### src/core/phy_mgmt_consts.vh
// Constants for the two-port PHY management register bank.
// Assumes inclusion by bare name from the core design files.
`ifndef PHY_MGMT_CONSTS_VH
`define PHY_MGMT_CONSTS_VH

// Management register addresses seen on the serial management pins
`define REG_CTRL         5'h00
`define REG_STAT         5'h01
`define REG_ID_HI        5'h02
`define REG_ID_LO        5'h03
`define REG_ADV          5'h04
`define REG_LPA          5'h05
`define REG_DIAG         5'h1D
`define REG_SPEC         5'h1F

// Basic control bit positions
`define CB_LOOP          14
`define CB_F100          13
`define CB_ANEN          12
`define CB_PDN           11
`define CB_ANRS          9
`define CB_FDX           8
`define CB_XSTY          5
`define CB_FMDI          4
`define CB_NOMDIX        3
`define CB_NOFEF         2
`define CB_TXDIS         1
`define CB_LEDDIS        0

// Basic status fixed capability bits and live bit positions
`define SB_CAPS          16'h7800
`define SB_ANDONE        5
`define SB_FEF           4
`define SB_ANABLE        3
`define SB_LINK          2

// Identifier values (arbitrary, neutral)
`define ID_HI_VAL        16'hA5A5
`define ID_LO_VAL        16'h5A50

// Switch-side register map, port 2 sits one stride above port 1
`define SW_GCTL          8'h0F
`define SW_R28           8'h1C
`define SW_R29           8'h1D
`define SW_R30           8'h1E
`define SW_R31           8'h1F
`define SW_STRIDE        8'h10
`define SW_PHYAD_MSB     7
`define SW_PHYAD_LSB     3
`define SW_GCTL_RST      8'h08

// Switch-side bit positions
`define SW_ANEN          7
`define SW_F100          6
`define SW_FDX           5
`define SW_LOOP          0
`define SW_FMDI          1
`define SW_NOMDIX        2
`define SW_PDN           3
`define SW_NOFEF         4
`define SW_ANRS          5
`define SW_TXDIS         6
`define SW_LEDDIS        7
`define SW_ANDONE        6
`define SW_LINK          5
`define SW_XSTY          7
`define SW_FEF           0

// Management frame layout
`define PRE_LEN          6'h20
`define HDR_LEN          6'h0D
`define WR_LEN           6'h12
`define DATA_LEN         6'h10
`define OP_RD            2'h2
`define OP_WR            2'h1
`define PHY2_OFS         5'h01

`endif

### src/core/mgmt_pin_sync.v
// Two-flop synchronisers for the management clock and data pins,
// with edge detection on the clean management clock.
// Assumes pins are asynchronous to i_clk and much slower than it.
`timescale 1ns/1ps
module mgmt_pin_sync (
  input  wire i_clk,
  input  wire i_rst_b,
  input  wire i_ce,
  input  wire i_mdc,
  input  wire i_mdio,
  output wire o_mdc_rise,
  output wire o_mdc_fall,
  output wire o_mdio
);

  reg [1:0] mdc_meta;
  reg [1:0] mdio_meta;
  reg       mdc_last;

  // Edge detector looks only at the second stage
  always @(posedge i_clk) begin
    if (!i_rst_b) begin
      mdc_meta  <= 2'h0;
      mdio_meta <= 2'h3;
      mdc_last  <= 1'b0;
    end else if (i_ce) begin
      mdc_meta  <= {mdc_meta[0], i_mdc};
      mdio_meta <= {mdio_meta[0], i_mdio};
      mdc_last  <= mdc_meta[1];
    end
  end

  assign o_mdc_rise = i_ce & mdc_meta[1] & ~mdc_last;
  assign o_mdc_fall = i_ce & ~mdc_meta[1] & mdc_last;
  assign o_mdio     = mdio_meta[1];

endmodule

### src/core/phy_mgmt_register_bank.v
// Management register bank for two PHY ports, reached over MDC/MDIO,
// with a switch-side byte port sharing the same storage.
// Assumes PHY status inputs and switch port are on i_clk; pins are not.
// Contract
// - After reset PHY1 answers address 1 and PHY2 address 2.
// - Global register 15 bits 7:3 reprogram the PHY address.
// - Only registers 0-3 are decoded; 4, 5, 1D, 1F and all others read 0.
// - Switch-side map reaches the same bits as the PHY view, except port 2 control bit 2.
// - Control bit 14 enables far-end loopback, resets to 0.
// - Loopback bit shares storage with switch reg 29/45 bit 0.
// - Control bit 12 enables autonegotiation, resets 1, alias 28/44 b7.
// - Writing 1 to bit 9 restarts autonegotiation; reads as 0.
// - Control bit 5 selects crossover style, resets 1, alias 31/47 b7.
// - Control bit 4 forces MDI, resets to 0.
// - Control bit 3 disables auto crossover, resets to 0.
// - Control bit 2 disables far-end fault; aliased port 1 only.
// - Control bit 1 disables transmitter, alias 29/45 bit 6.
// - Status bits 14-11 read 1, bit 15 reads 0.
// - Status bit 0 and reserved bits 10-7 read 0.
// - Status bit 5 shows autonegotiation done, mirrors 30/46 bit 6.
// - Status bit 4 shows far-end fault, mirrors reg 31 bit 0.
// - Status bit 3 shows autonegotiation ability from 28/44 bit 7.
`timescale 1ns/1ps
module phy_mgmt_register_bank (
  input  wire       i_clk,
  input  wire       i_rst_b,
  input  wire       i_ce,
  input  wire       i_mdc,
  input  wire       i_mdio,
  output reg        o_mdio,
  output reg        o_mdio_oe,
  input  wire       i_sw_wr,
  input  wire       i_sw_rd,
  input  wire [7:0] i_sw_addr,
  input  wire [7:0] i_sw_wdata,
  output reg  [7:0] o_sw_rdata,
  input  wire [1:0] i_link_up,
  input  wire [1:0] i_an_done,
  input  wire       i_far_fault,
  output wire [1:0] o_loopback,
  output wire [1:0] o_force_100,
  output wire [1:0] o_autoneg_enable,
  output wire [1:0] o_power_down,
  output reg  [1:0] o_autoneg_restart,
  output wire [1:0] o_force_full,
  output wire [1:0] o_crossover_style_select,
  output wire [1:0] o_force_mdi,
  output wire [1:0] o_mdix_disable,
  output wire [1:0] o_fef_disable,
  output wire [1:0] o_tx_disable,
  output wire [1:0] o_led_disable
);

`include "phy_mgmt_consts.vh"

  localparam [2:0] S_PRE   = 3'h0;
  localparam [2:0] S_HDR   = 3'h1;
  localparam [2:0] S_WR    = 3'h2;
  localparam [2:0] S_RD_TA = 3'h3;
  localparam [2:0] S_RD    = 3'h4;

  // Shared control storage, one bit per port, plus the global control byte gctl
  reg [1:0] loop;
  reg [1:0] f100;
  reg [1:0] anen;
  reg [1:0] pdn;
  reg [1:0] fdx;
  reg [1:0] xsty;
  reg [1:0] fmdi;
  reg [1:0] nomdix;
  reg [1:0] nofef;
  reg [1:0] txdis;
  reg [1:0] leddis;
  reg [7:0] gctl;

  // Frame engine state
  reg [2:0]  state;
  reg [5:0]  cnt;
  reg [12:0] hdr;
  reg [17:0] wsh;
  reg [15:0] rsh;
  reg        ta_seen;
  reg        port;
  reg [4:0]  regad;
  reg        mdio_wr;
  wire       mdc_rise;
  wire       mdc_fall;
  wire       mdio_in;

  wire [4:0] phyad1 = gctl[`SW_PHYAD_MSB:`SW_PHYAD_LSB];
  wire [4:0] phyad2 = phyad1 + `PHY2_OFS;
  // Decoded on the last header rise, before the final shift lands:
  // start bit at 11, op at 10:9, PHY address at 8:4
  wire [4:0] hdr_pa = hdr[8:4];
  wire [1:0] hdr_op = hdr[10:9];
  wire       hit1   = (hdr_pa == phyad1);
  wire       hit2   = (hdr_pa == phyad2);

  mgmt_pin_sync u_sync (
    .i_clk      (i_clk),
    .i_rst_b    (i_rst_b),
    .i_ce       (i_ce),
    .i_mdc      (i_mdc),
    .i_mdio     (i_mdio),
    .o_mdc_rise (mdc_rise),
    .o_mdc_fall (mdc_fall),
    .o_mdio     (mdio_in)
  );

  // Basic control word; soft reset, isolate, collision test read 0
  function [15:0] ctrl_word;
    input p;
    begin
      ctrl_word = 16'h0000;
      ctrl_word[`CB_LOOP]   = loop[p];
      ctrl_word[`CB_F100]   = f100[p];
      ctrl_word[`CB_ANEN]   = anen[p];
      ctrl_word[`CB_PDN]    = pdn[p];
      ctrl_word[`CB_FDX]    = fdx[p];
      ctrl_word[`CB_XSTY]   = xsty[p];
      ctrl_word[`CB_FMDI]   = fmdi[p];
      ctrl_word[`CB_NOMDIX] = nomdix[p];
      ctrl_word[`CB_NOFEF]  = nofef[p];
      ctrl_word[`CB_TXDIS]  = txdis[p];
      ctrl_word[`CB_LEDDIS] = leddis[p];    // Restart reads 0
    end
  endfunction

  // Basic status word; far-end fault exists on port 1 only
  function [15:0] stat_word;
    input p;
    begin
      stat_word = `SB_CAPS;
      stat_word[`SB_ANDONE] = i_an_done[p];
      stat_word[`SB_FEF]    = ~p & i_far_fault;
      stat_word[`SB_ANABLE] = anen[p];
      stat_word[`SB_LINK]   = i_link_up[p];
    end
  endfunction

  // Read mux for the management view
  function [15:0] phy_read;
    input       p;
    input [4:0] ra;
    begin
      case (ra)
        `REG_CTRL:  phy_read = ctrl_word(p);
        `REG_STAT:  phy_read = stat_word(p);
        `REG_ID_HI: phy_read = `ID_HI_VAL;
        `REG_ID_LO: phy_read = `ID_LO_VAL;
        default:    phy_read = 16'h0000;
      endcase
    end
  endfunction

  // Switch-side byte view of the same bits
  function [7:0] sw_read;
    input [7:0] a;
    reg         p;
    reg [7:0]   ra;
    begin
      sw_read = 8'h00;
      p  = (a >= `SW_R28 + `SW_STRIDE);
      ra = p ? a - `SW_STRIDE : a;
      if (a == `SW_GCTL) begin
        sw_read = gctl;
      end else if (ra == `SW_R28) begin
        sw_read[`SW_ANEN] = anen[p];
        sw_read[`SW_F100] = f100[p];
        sw_read[`SW_FDX]  = fdx[p];
      end else if (ra == `SW_R29) begin
        sw_read[`SW_LOOP]   = loop[p];
        sw_read[`SW_FMDI]   = fmdi[p];
        sw_read[`SW_NOMDIX] = nomdix[p];
        sw_read[`SW_PDN]    = pdn[p];
        sw_read[`SW_NOFEF]  = ~p & nofef[0];
        sw_read[`SW_TXDIS]  = txdis[p];
        sw_read[`SW_LEDDIS] = leddis[p];
      end else if (ra == `SW_R30) begin
        sw_read[`SW_ANDONE] = i_an_done[p];
        sw_read[`SW_LINK]   = i_link_up[p];
      end else if (ra == `SW_R31) begin
        sw_read[`SW_XSTY] = xsty[p];
        sw_read[`SW_FEF]  = ~p & i_far_fault;
      end
    end
  endfunction

  // Frame engine: sample on MDC rise, drive on MDC fall
  always @(posedge i_clk) begin
    if (!i_rst_b) begin
      state     <= S_PRE;
      cnt       <= 6'h00;
      hdr       <= 13'h0000;
      wsh       <= 18'h00000;
      rsh       <= 16'h0000;
      ta_seen   <= 1'b0;
      port      <= 1'b0;
      regad     <= 5'h00;
      mdio_wr   <= 1'b0;
      o_mdio    <= 1'b0;
      o_mdio_oe <= 1'b0;
    end else if (i_ce) begin
      mdio_wr <= 1'b0;
      case (state)
        S_PRE: begin
          // Need 32 ones, then the first start bit 0
          if (mdc_rise) begin
            if (mdio_in) begin
              if (cnt != `PRE_LEN) begin
                cnt <= cnt + 6'h01;
              end
            end else if (cnt == `PRE_LEN) begin
              cnt   <= 6'h00;
              state <= S_HDR;
            end else begin
              cnt <= 6'h00;
            end
          end
        end
        S_HDR: begin
          if (mdc_rise) begin
            hdr <= {hdr[11:0], mdio_in};
            cnt <= cnt + 6'h01;
            if (cnt == `HDR_LEN - 6'h01) begin
              cnt <= 6'h00;
              state <= S_PRE;
              // Only our two addresses get an answer
              if (hdr[11] && (hit1 || hit2)) begin
                port  <= hit2 & ~hit1;
                regad <= {hdr[3:0], mdio_in};
                if (hdr_op == `OP_RD) begin
                  rsh     <= phy_read(hit2 & ~hit1, {hdr[3:0], mdio_in});
                  ta_seen <= 1'b0;
                  state   <= S_RD_TA;
                end else if (hdr_op == `OP_WR) begin
                  state <= S_WR;
                end
              end
            end
          end
        end
        S_WR: begin
          // Two turnaround bits then sixteen data bits, MSB first
          if (mdc_rise) begin
            wsh <= {wsh[16:0], mdio_in};
            cnt <= cnt + 6'h01;
            if (cnt == `WR_LEN - 6'h01) begin
              mdio_wr <= 1'b1;
              cnt     <= 6'h00;
              state   <= S_PRE;
            end
          end
        end
        S_RD_TA: begin
          // Stay off the pin for the first turnaround bit
          if (mdc_rise) begin
            ta_seen <= 1'b1;
          end else if (mdc_fall && ta_seen) begin
            o_mdio    <= 1'b0;
            o_mdio_oe <= 1'b1;
            cnt       <= 6'h00;
            state     <= S_RD;
          end
        end
        S_RD: begin
          if (mdc_fall) begin
            if (cnt == `DATA_LEN) begin
              o_mdio_oe <= 1'b0;
              cnt       <= 6'h00;
              state     <= S_PRE;
            end else begin
              o_mdio <= rsh[15];
              rsh    <= {rsh[14:0], 1'b0};
              cnt    <= cnt + 6'h01;
            end
          end
        end
        default: begin
          o_mdio_oe <= 1'b0;
          state     <= S_PRE;
        end
      endcase
    end
  end

  // One store, two views; a management write wins a same-cycle clash
  integer p;
  always @(posedge i_clk) begin
    if (!i_rst_b) begin
      loop   <= 2'h0;
      f100   <= 2'h0;
      anen   <= 2'h3;
      pdn    <= 2'h0;
      fdx    <= 2'h0;
      xsty   <= 2'h3;
      fmdi   <= 2'h0;
      nomdix <= 2'h0;
      nofef  <= 2'h0;
      txdis  <= 2'h0;
      leddis <= 2'h0;
      gctl   <= `SW_GCTL_RST;
      o_autoneg_restart <= 2'h0;
      o_sw_rdata        <= 8'h00;
    end else if (i_ce) begin
      o_autoneg_restart <= 2'h0;
      if (i_sw_rd) begin
        o_sw_rdata <= sw_read(i_sw_addr);
      end
      if (i_sw_wr && i_sw_addr == `SW_GCTL) begin
        gctl <= i_sw_wdata;
      end
      for (p = 0; p < 2; p = p + 1) begin
        if (i_sw_wr && i_sw_addr == `SW_R28 + p * `SW_STRIDE) begin
          anen[p] <= i_sw_wdata[`SW_ANEN];
          f100[p] <= i_sw_wdata[`SW_F100];
          fdx[p]  <= i_sw_wdata[`SW_FDX];
        end
        if (i_sw_wr && i_sw_addr == `SW_R29 + p * `SW_STRIDE) begin
          loop[p]   <= i_sw_wdata[`SW_LOOP];
          fmdi[p]   <= i_sw_wdata[`SW_FMDI];
          nomdix[p] <= i_sw_wdata[`SW_NOMDIX];
          pdn[p]    <= i_sw_wdata[`SW_PDN];
          txdis[p]  <= i_sw_wdata[`SW_TXDIS];
          leddis[p] <= i_sw_wdata[`SW_LEDDIS];
          o_autoneg_restart[p] <= i_sw_wdata[`SW_ANRS];
          if (p == 0) begin
            nofef[0] <= i_sw_wdata[`SW_NOFEF];
          end
        end
        if (i_sw_wr && i_sw_addr == `SW_R31 + p * `SW_STRIDE) begin
          xsty[p] <= i_sw_wdata[`SW_XSTY];
        end
        // Only the basic control word is writable from the pins
        if (mdio_wr && port == p && regad == `REG_CTRL) begin
          loop[p]   <= wsh[`CB_LOOP];
          f100[p]   <= wsh[`CB_F100];
          anen[p]   <= wsh[`CB_ANEN];
          pdn[p]    <= wsh[`CB_PDN];
          fdx[p]    <= wsh[`CB_FDX];
          xsty[p]   <= wsh[`CB_XSTY];
          fmdi[p]   <= wsh[`CB_FMDI];
          nomdix[p] <= wsh[`CB_NOMDIX];
          nofef[p]  <= wsh[`CB_NOFEF];
          txdis[p]  <= wsh[`CB_TXDIS];
          leddis[p] <= wsh[`CB_LEDDIS];
          o_autoneg_restart[p] <= wsh[`CB_ANRS];
        end
      end
    end
  end

  // Forced speed and duplex only matter with autonegotiation off
  assign o_force_100  = f100 & ~anen;
  assign o_force_full = fdx & ~anen;

  assign o_loopback               = loop;
  assign o_autoneg_enable         = anen;
  assign o_power_down             = pdn;
  assign o_crossover_style_select = xsty;
  assign o_force_mdi              = fmdi;
  assign o_mdix_disable           = nomdix;
  assign o_fef_disable            = nofef;
  assign o_tx_disable             = txdis;
  assign o_led_disable            = leddis;

endmodule

### config.mk
export PLATFORM = sky130hd
export DESIGN_NAME = phy_mgmt_register_bank
export DESIGN_NICKNAME = d
export VERILOG_FILES = /design/src/core/mgmt_pin_sync.v /design/src/core/phy_mgmt_register_bank.v
export VERILOG_INCLUDE_DIRS = /design/src /design/src/core
export SDC_FILE = /design/constraint.sdc
export NUM_CORES = 1
export LEC_CHECK = 0
export ABC_AREA = 1
export BUFFER_PORTS_ARGS = -buffer_cell sky130_fd_sc_hd__buf_2
export CAP_MARGIN = 20
export CORE_UTILIZATION = 30
export DETAILED_ROUTE_END_ITERATION = 8
export SYNTH_ARGS = -nofsm -noshare
export SYNTH_HDL_FRONTEND = slang
export SYNTH_HIERARCHICAL = 1
export SYNTH_SLANG_ARGS = --single-unit
export TNS_END_PERCENT = 1
### constraint.sdc
create_clock -name i_clk -period 3.9 [get_ports i_clk]
set_input_delay 0.585 -clock i_clk [delete_from_list [all_inputs] [get_ports i_clk]]
set_output_delay 0.585 -clock i_clk [all_outputs]
set_load 0.05 [all_outputs]
==> summary.md <==
| Metric | Value |
|---|---|
| Vias per cell | `4.84` |
| Ports | `62` |
| R2R Path Start | `gctl[3]` |
| DRC | `0` |
| Switching power | `565 uW` |
| Leading post-synthesis cells by cell area | `dfxtp_1 (37%), nand2_1 (14%), o21ai_0 (8.7%)` |
| Die X | `141 um` |
| Setup CP Type | `flip-flop to flip-flop` |
| Min-Delay Path Class | `flip-flop to flip-flop` |
| Sw Share | `26.3%` |
| Clk slew on worst S/H paths | `70 ps` |
| Crit-path slowest cell | `dfxtp_1` |
| Mapped Nets | `935` |
| CP Cell Sequence | `ha_1 > inv_1 > nand2_1 > nand2_1 > nand2_1 > nor2_1 > nand3_2 > nand2_2 > nand2_2 > nor2_2 > nand2_1 > o21ai_0 > a21oi_1` |
| Synthesized cell area | `5840 um2` |
| Worst-case reg-to-reg path depth | `13` |
| Area grow syn2layout | `13.9%` |
| Total negative slack | `0 ps` |
| Row count | `50` |
| Critical R2R Capture | `regad[0]` |
| Dpl cells | `1196` |
| Vias in the first global route | `5167` |
| Final wirelength | `16700 um` |
| Clock root buffer | `clkbuf_16` |
| Most common cell after layout, fill and taps aside | `nand2_1` |
| Combinational Power Share | `6.9%` |
| Commonest non-fill, non-tap cells in the layout | `nand2_1 (212), nor2_1 (109), inv_1 (107), dfxtp_1 (107), o21ai_0 (101)` |
| Die area | `20000 um2` |
| Post-CTS setup buffers | `0` |
| CTS tree | `built` |
| Gr usage total | `17.1%` |
| FMAX | `402 MHz` |
| Peak VDD IR | `0.000174 V` |
| Cell variety after synth | `40` |
| Initial Util | `30.9%` |
| Core area | `18900 um2` |
| Worst reg2reg setup slack | `1410 ps` |
| Syn. warnings | `6` |
| WHS Endpoint | `regad[1]` |
| Clk Latency, worst-skew pair | `360 ps` |
| Sink Count | `107` |
| Synth Flop Type | `dfxtp_1` |
| Hold path cells | `2` |
| RSZ-0062 raised after global routing | `no` |
| Via count | `5864` |
| Power per cell area | `323 nW/um2` |
| Overflow after GRT | `0` |
| Dpl ws | `1240 ps` |
| Status | `complete, no violations` |
| Final worst setup slack | `1410 ps` |
| CTS resizes | `0` |
| Mean area per synthesized cell | `6.51 um2` |
| CP Launch Type | `flip-flop` |
| CP dominant cell by count | `nand2_1` |
| P_int | `1.58 mW` |
| CP Capture Type | `flip-flop` |
| DRT antenna net count | `0` |
| Final Setup Violations | `0` |
| DRT iter0 DRCs | `489` |
| CTS buffer count | `9` |
| Mapped Cells | `897` |
| Worst-path maximum fanout | `13` |
| Layout cell share with drive strength beyond 1 | `13.3%` |
| Final min period | `2490 ps` |
| Final Hold Fails | `0` |
| First-pass GRT wire length | `26800 um` |
| Slew Limit Fails | `0` |
| Post-route insts no fill | `1212` |
| Yosys reg bits | `107` |
| DR WL/cell | `13.8 um` |
| Initial antenna violation count | `0` |
| Slew margin rel. | `34.1%` |
| Sequential power share | `51.4%` |
| Largest net degree at the start of global routing | `78` |
| Synth area leader | `dfxtp_1` |
| Antenna Cells | `0` |
| Seq/Total Area, Yosys | `36.7%` |
| Nets | `985` |
| Final period util | `63.7%` |
| Leakage power total | `2.96 nW` |
| Die Y | `141 um` |
| Hold-fix buffers, CTS | `0` |
| Top cell type's share of synthesized area | `36.7%` |
| CTS Buffer Depth | `2` |
| CP Data Arrival Time | `2720 ps` |
| Gpl congestion | `0.876` |
| Critical path required time | `4140 ps` |
| Final Skew | `12.8 ps` |
| Clock network fraction of total power | `41.6%` |
| Hold Startpoint | `regad[1]` |
| Worst-margin pin slew | `982 ps` |
| Detailed Place HPWL | `12500 um` |
| Post-synth EDFFs | `0` |
| Async set-reset flop share out of synthesis | `0%` |
| Initial DRT Pass Iterations | `5` |
| Max-cap violation count | `0` |
| Crit-path max cell delay | `450 ps` |
| CTS H-tree depth | `3` |
| PortBufs | `61` |
-- state kept, by name, indices dropped and copies added, names as in the netlist, 2 cells and up --
name and cells:
regad 5, o_autoneg_restart 2, state 3, o_mdix_disable 2
f100 2, rsh 16, o_loopback 2, wsh 15
hdr 12, o_tx_disable 2, o_crossover_style_select 2, o_led_disable 2
u_sync/mdio_meta 2, o_fef_disable 2, o_sw_rdata 8, o_autoneg_enable 2
o_force_mdi 2, u_sync/mdc_meta 2, fdx 2, o_power_down 2
cnt 6, gctl 8
-- metrics by stage --
step	instance area, um2	hold slack (ps)	power [mW]	util (%)
3_5_place_dp	6370	444	1.28	33.7
5_1_grt	6650	465	2.23	35.2
6_report	6650	453	2.15	35.2
4_1_cts	6650	450	2.16	35.2
2_1_floorplan	5840	424	1.23	-
3_3_place_gp	6370	438	1.28	33.7
-- cells by family (layout without fill, tap and decap cells) --
| family | count (synthesis) | in the layout | share of synthesized area [%] |
|---|---|---|---|
| simple gates | 421 | 421 | 31.8 |
| compound gates | 206 | 206 | 18.6 |
| buf+inv | 149 | 204 | 10.1 |
| flops | 107 | 107 | 36.7 |
| fa+ha+maj | 10 | 10 | 2.14 |
| xor+xnor | 4 | 4 | 0.600 |
-- power groups by stage --
stage          sequential [mW]  clock [mW]  combinational [mW]
4_1_cts                   1.10       0.908               0.149
3_3_place_gp              1.13           0               0.148
2_1_floorplan             1.14           0              0.0882
5_1_grt                   1.10       0.956               0.168
3_5_place_dp              1.13           0               0.149
6_report                  1.10       0.893               0.149
-- cell type report --
cell class                      instances  area, um2
Fill cell                            2100      12200
Multi-Input combinational cell        641       3100
Sequential cell                       107       2140
Inverter                              122        458
Timing Repair Buffer                   66        343
Tap cell                              260        325
Clock buffer                            9        225
Clock inverter                          7       52.6
-- worst max-delay path by stage --
stage | start | depth (start not counted) | end
2_1_floorplan | gctl[3] | 16 | rsh[14]
3_3_place_gp | i_sw_addr[4] | 13 | o_sw_rdata[6]
3_5_place_dp | i_sw_addr[4] | 12 | o_sw_rdata[5]
4_1_cts | gctl[3] | 13 | regad[0]
5_1_grt | gctl[4] | 13 | regad[0]
6_report | gctl[3] | 13 | regad[0]
-- worst max-delay path, delay by kind of cell, from the launching register on --
family | cells | cell delay [ps]
simple gates | 9 | 1230
flops | 1 | 450
fa+ha+maj | 1 | 300
compound gates | 2 | 290
buf+inv | 1 | 80
-- cell usage after synthesis, types with 2 or more instances --
cell        n
nand2_1   212
nor2_1    109
dfxtp_1   107
inv_1     107
o21ai_0   101
a21oi_1    68
nand3_1    42
clkbuf_1   14
inv_2      13
nand4_1    13
o21ai_1    11
ha_1       10
nor3_1      9
a31oi_1     8
buf_2       8
nor2_2      8
a211oi_1    6
o211ai_1    6
nand2_2     5
nand3_2     5
nor2_4      4
nand2_4     3
nand3b_1    3
nor4_1      3
buf_4       2
buf_6       2
clkinv_1    2
nor3_4      2
xnor2_1     2
xor2_1      2
-- layer usage --
metal	track usage, %	routed length, um	vias up
met4	7.58	467	0
met1	24.0	8200	2640
li1	-	-	3017
met5	0	0	-
met3	1.82	855	29
met2	26.3	7190	178
Note: power is estimated with default switching activity, not from simulation.
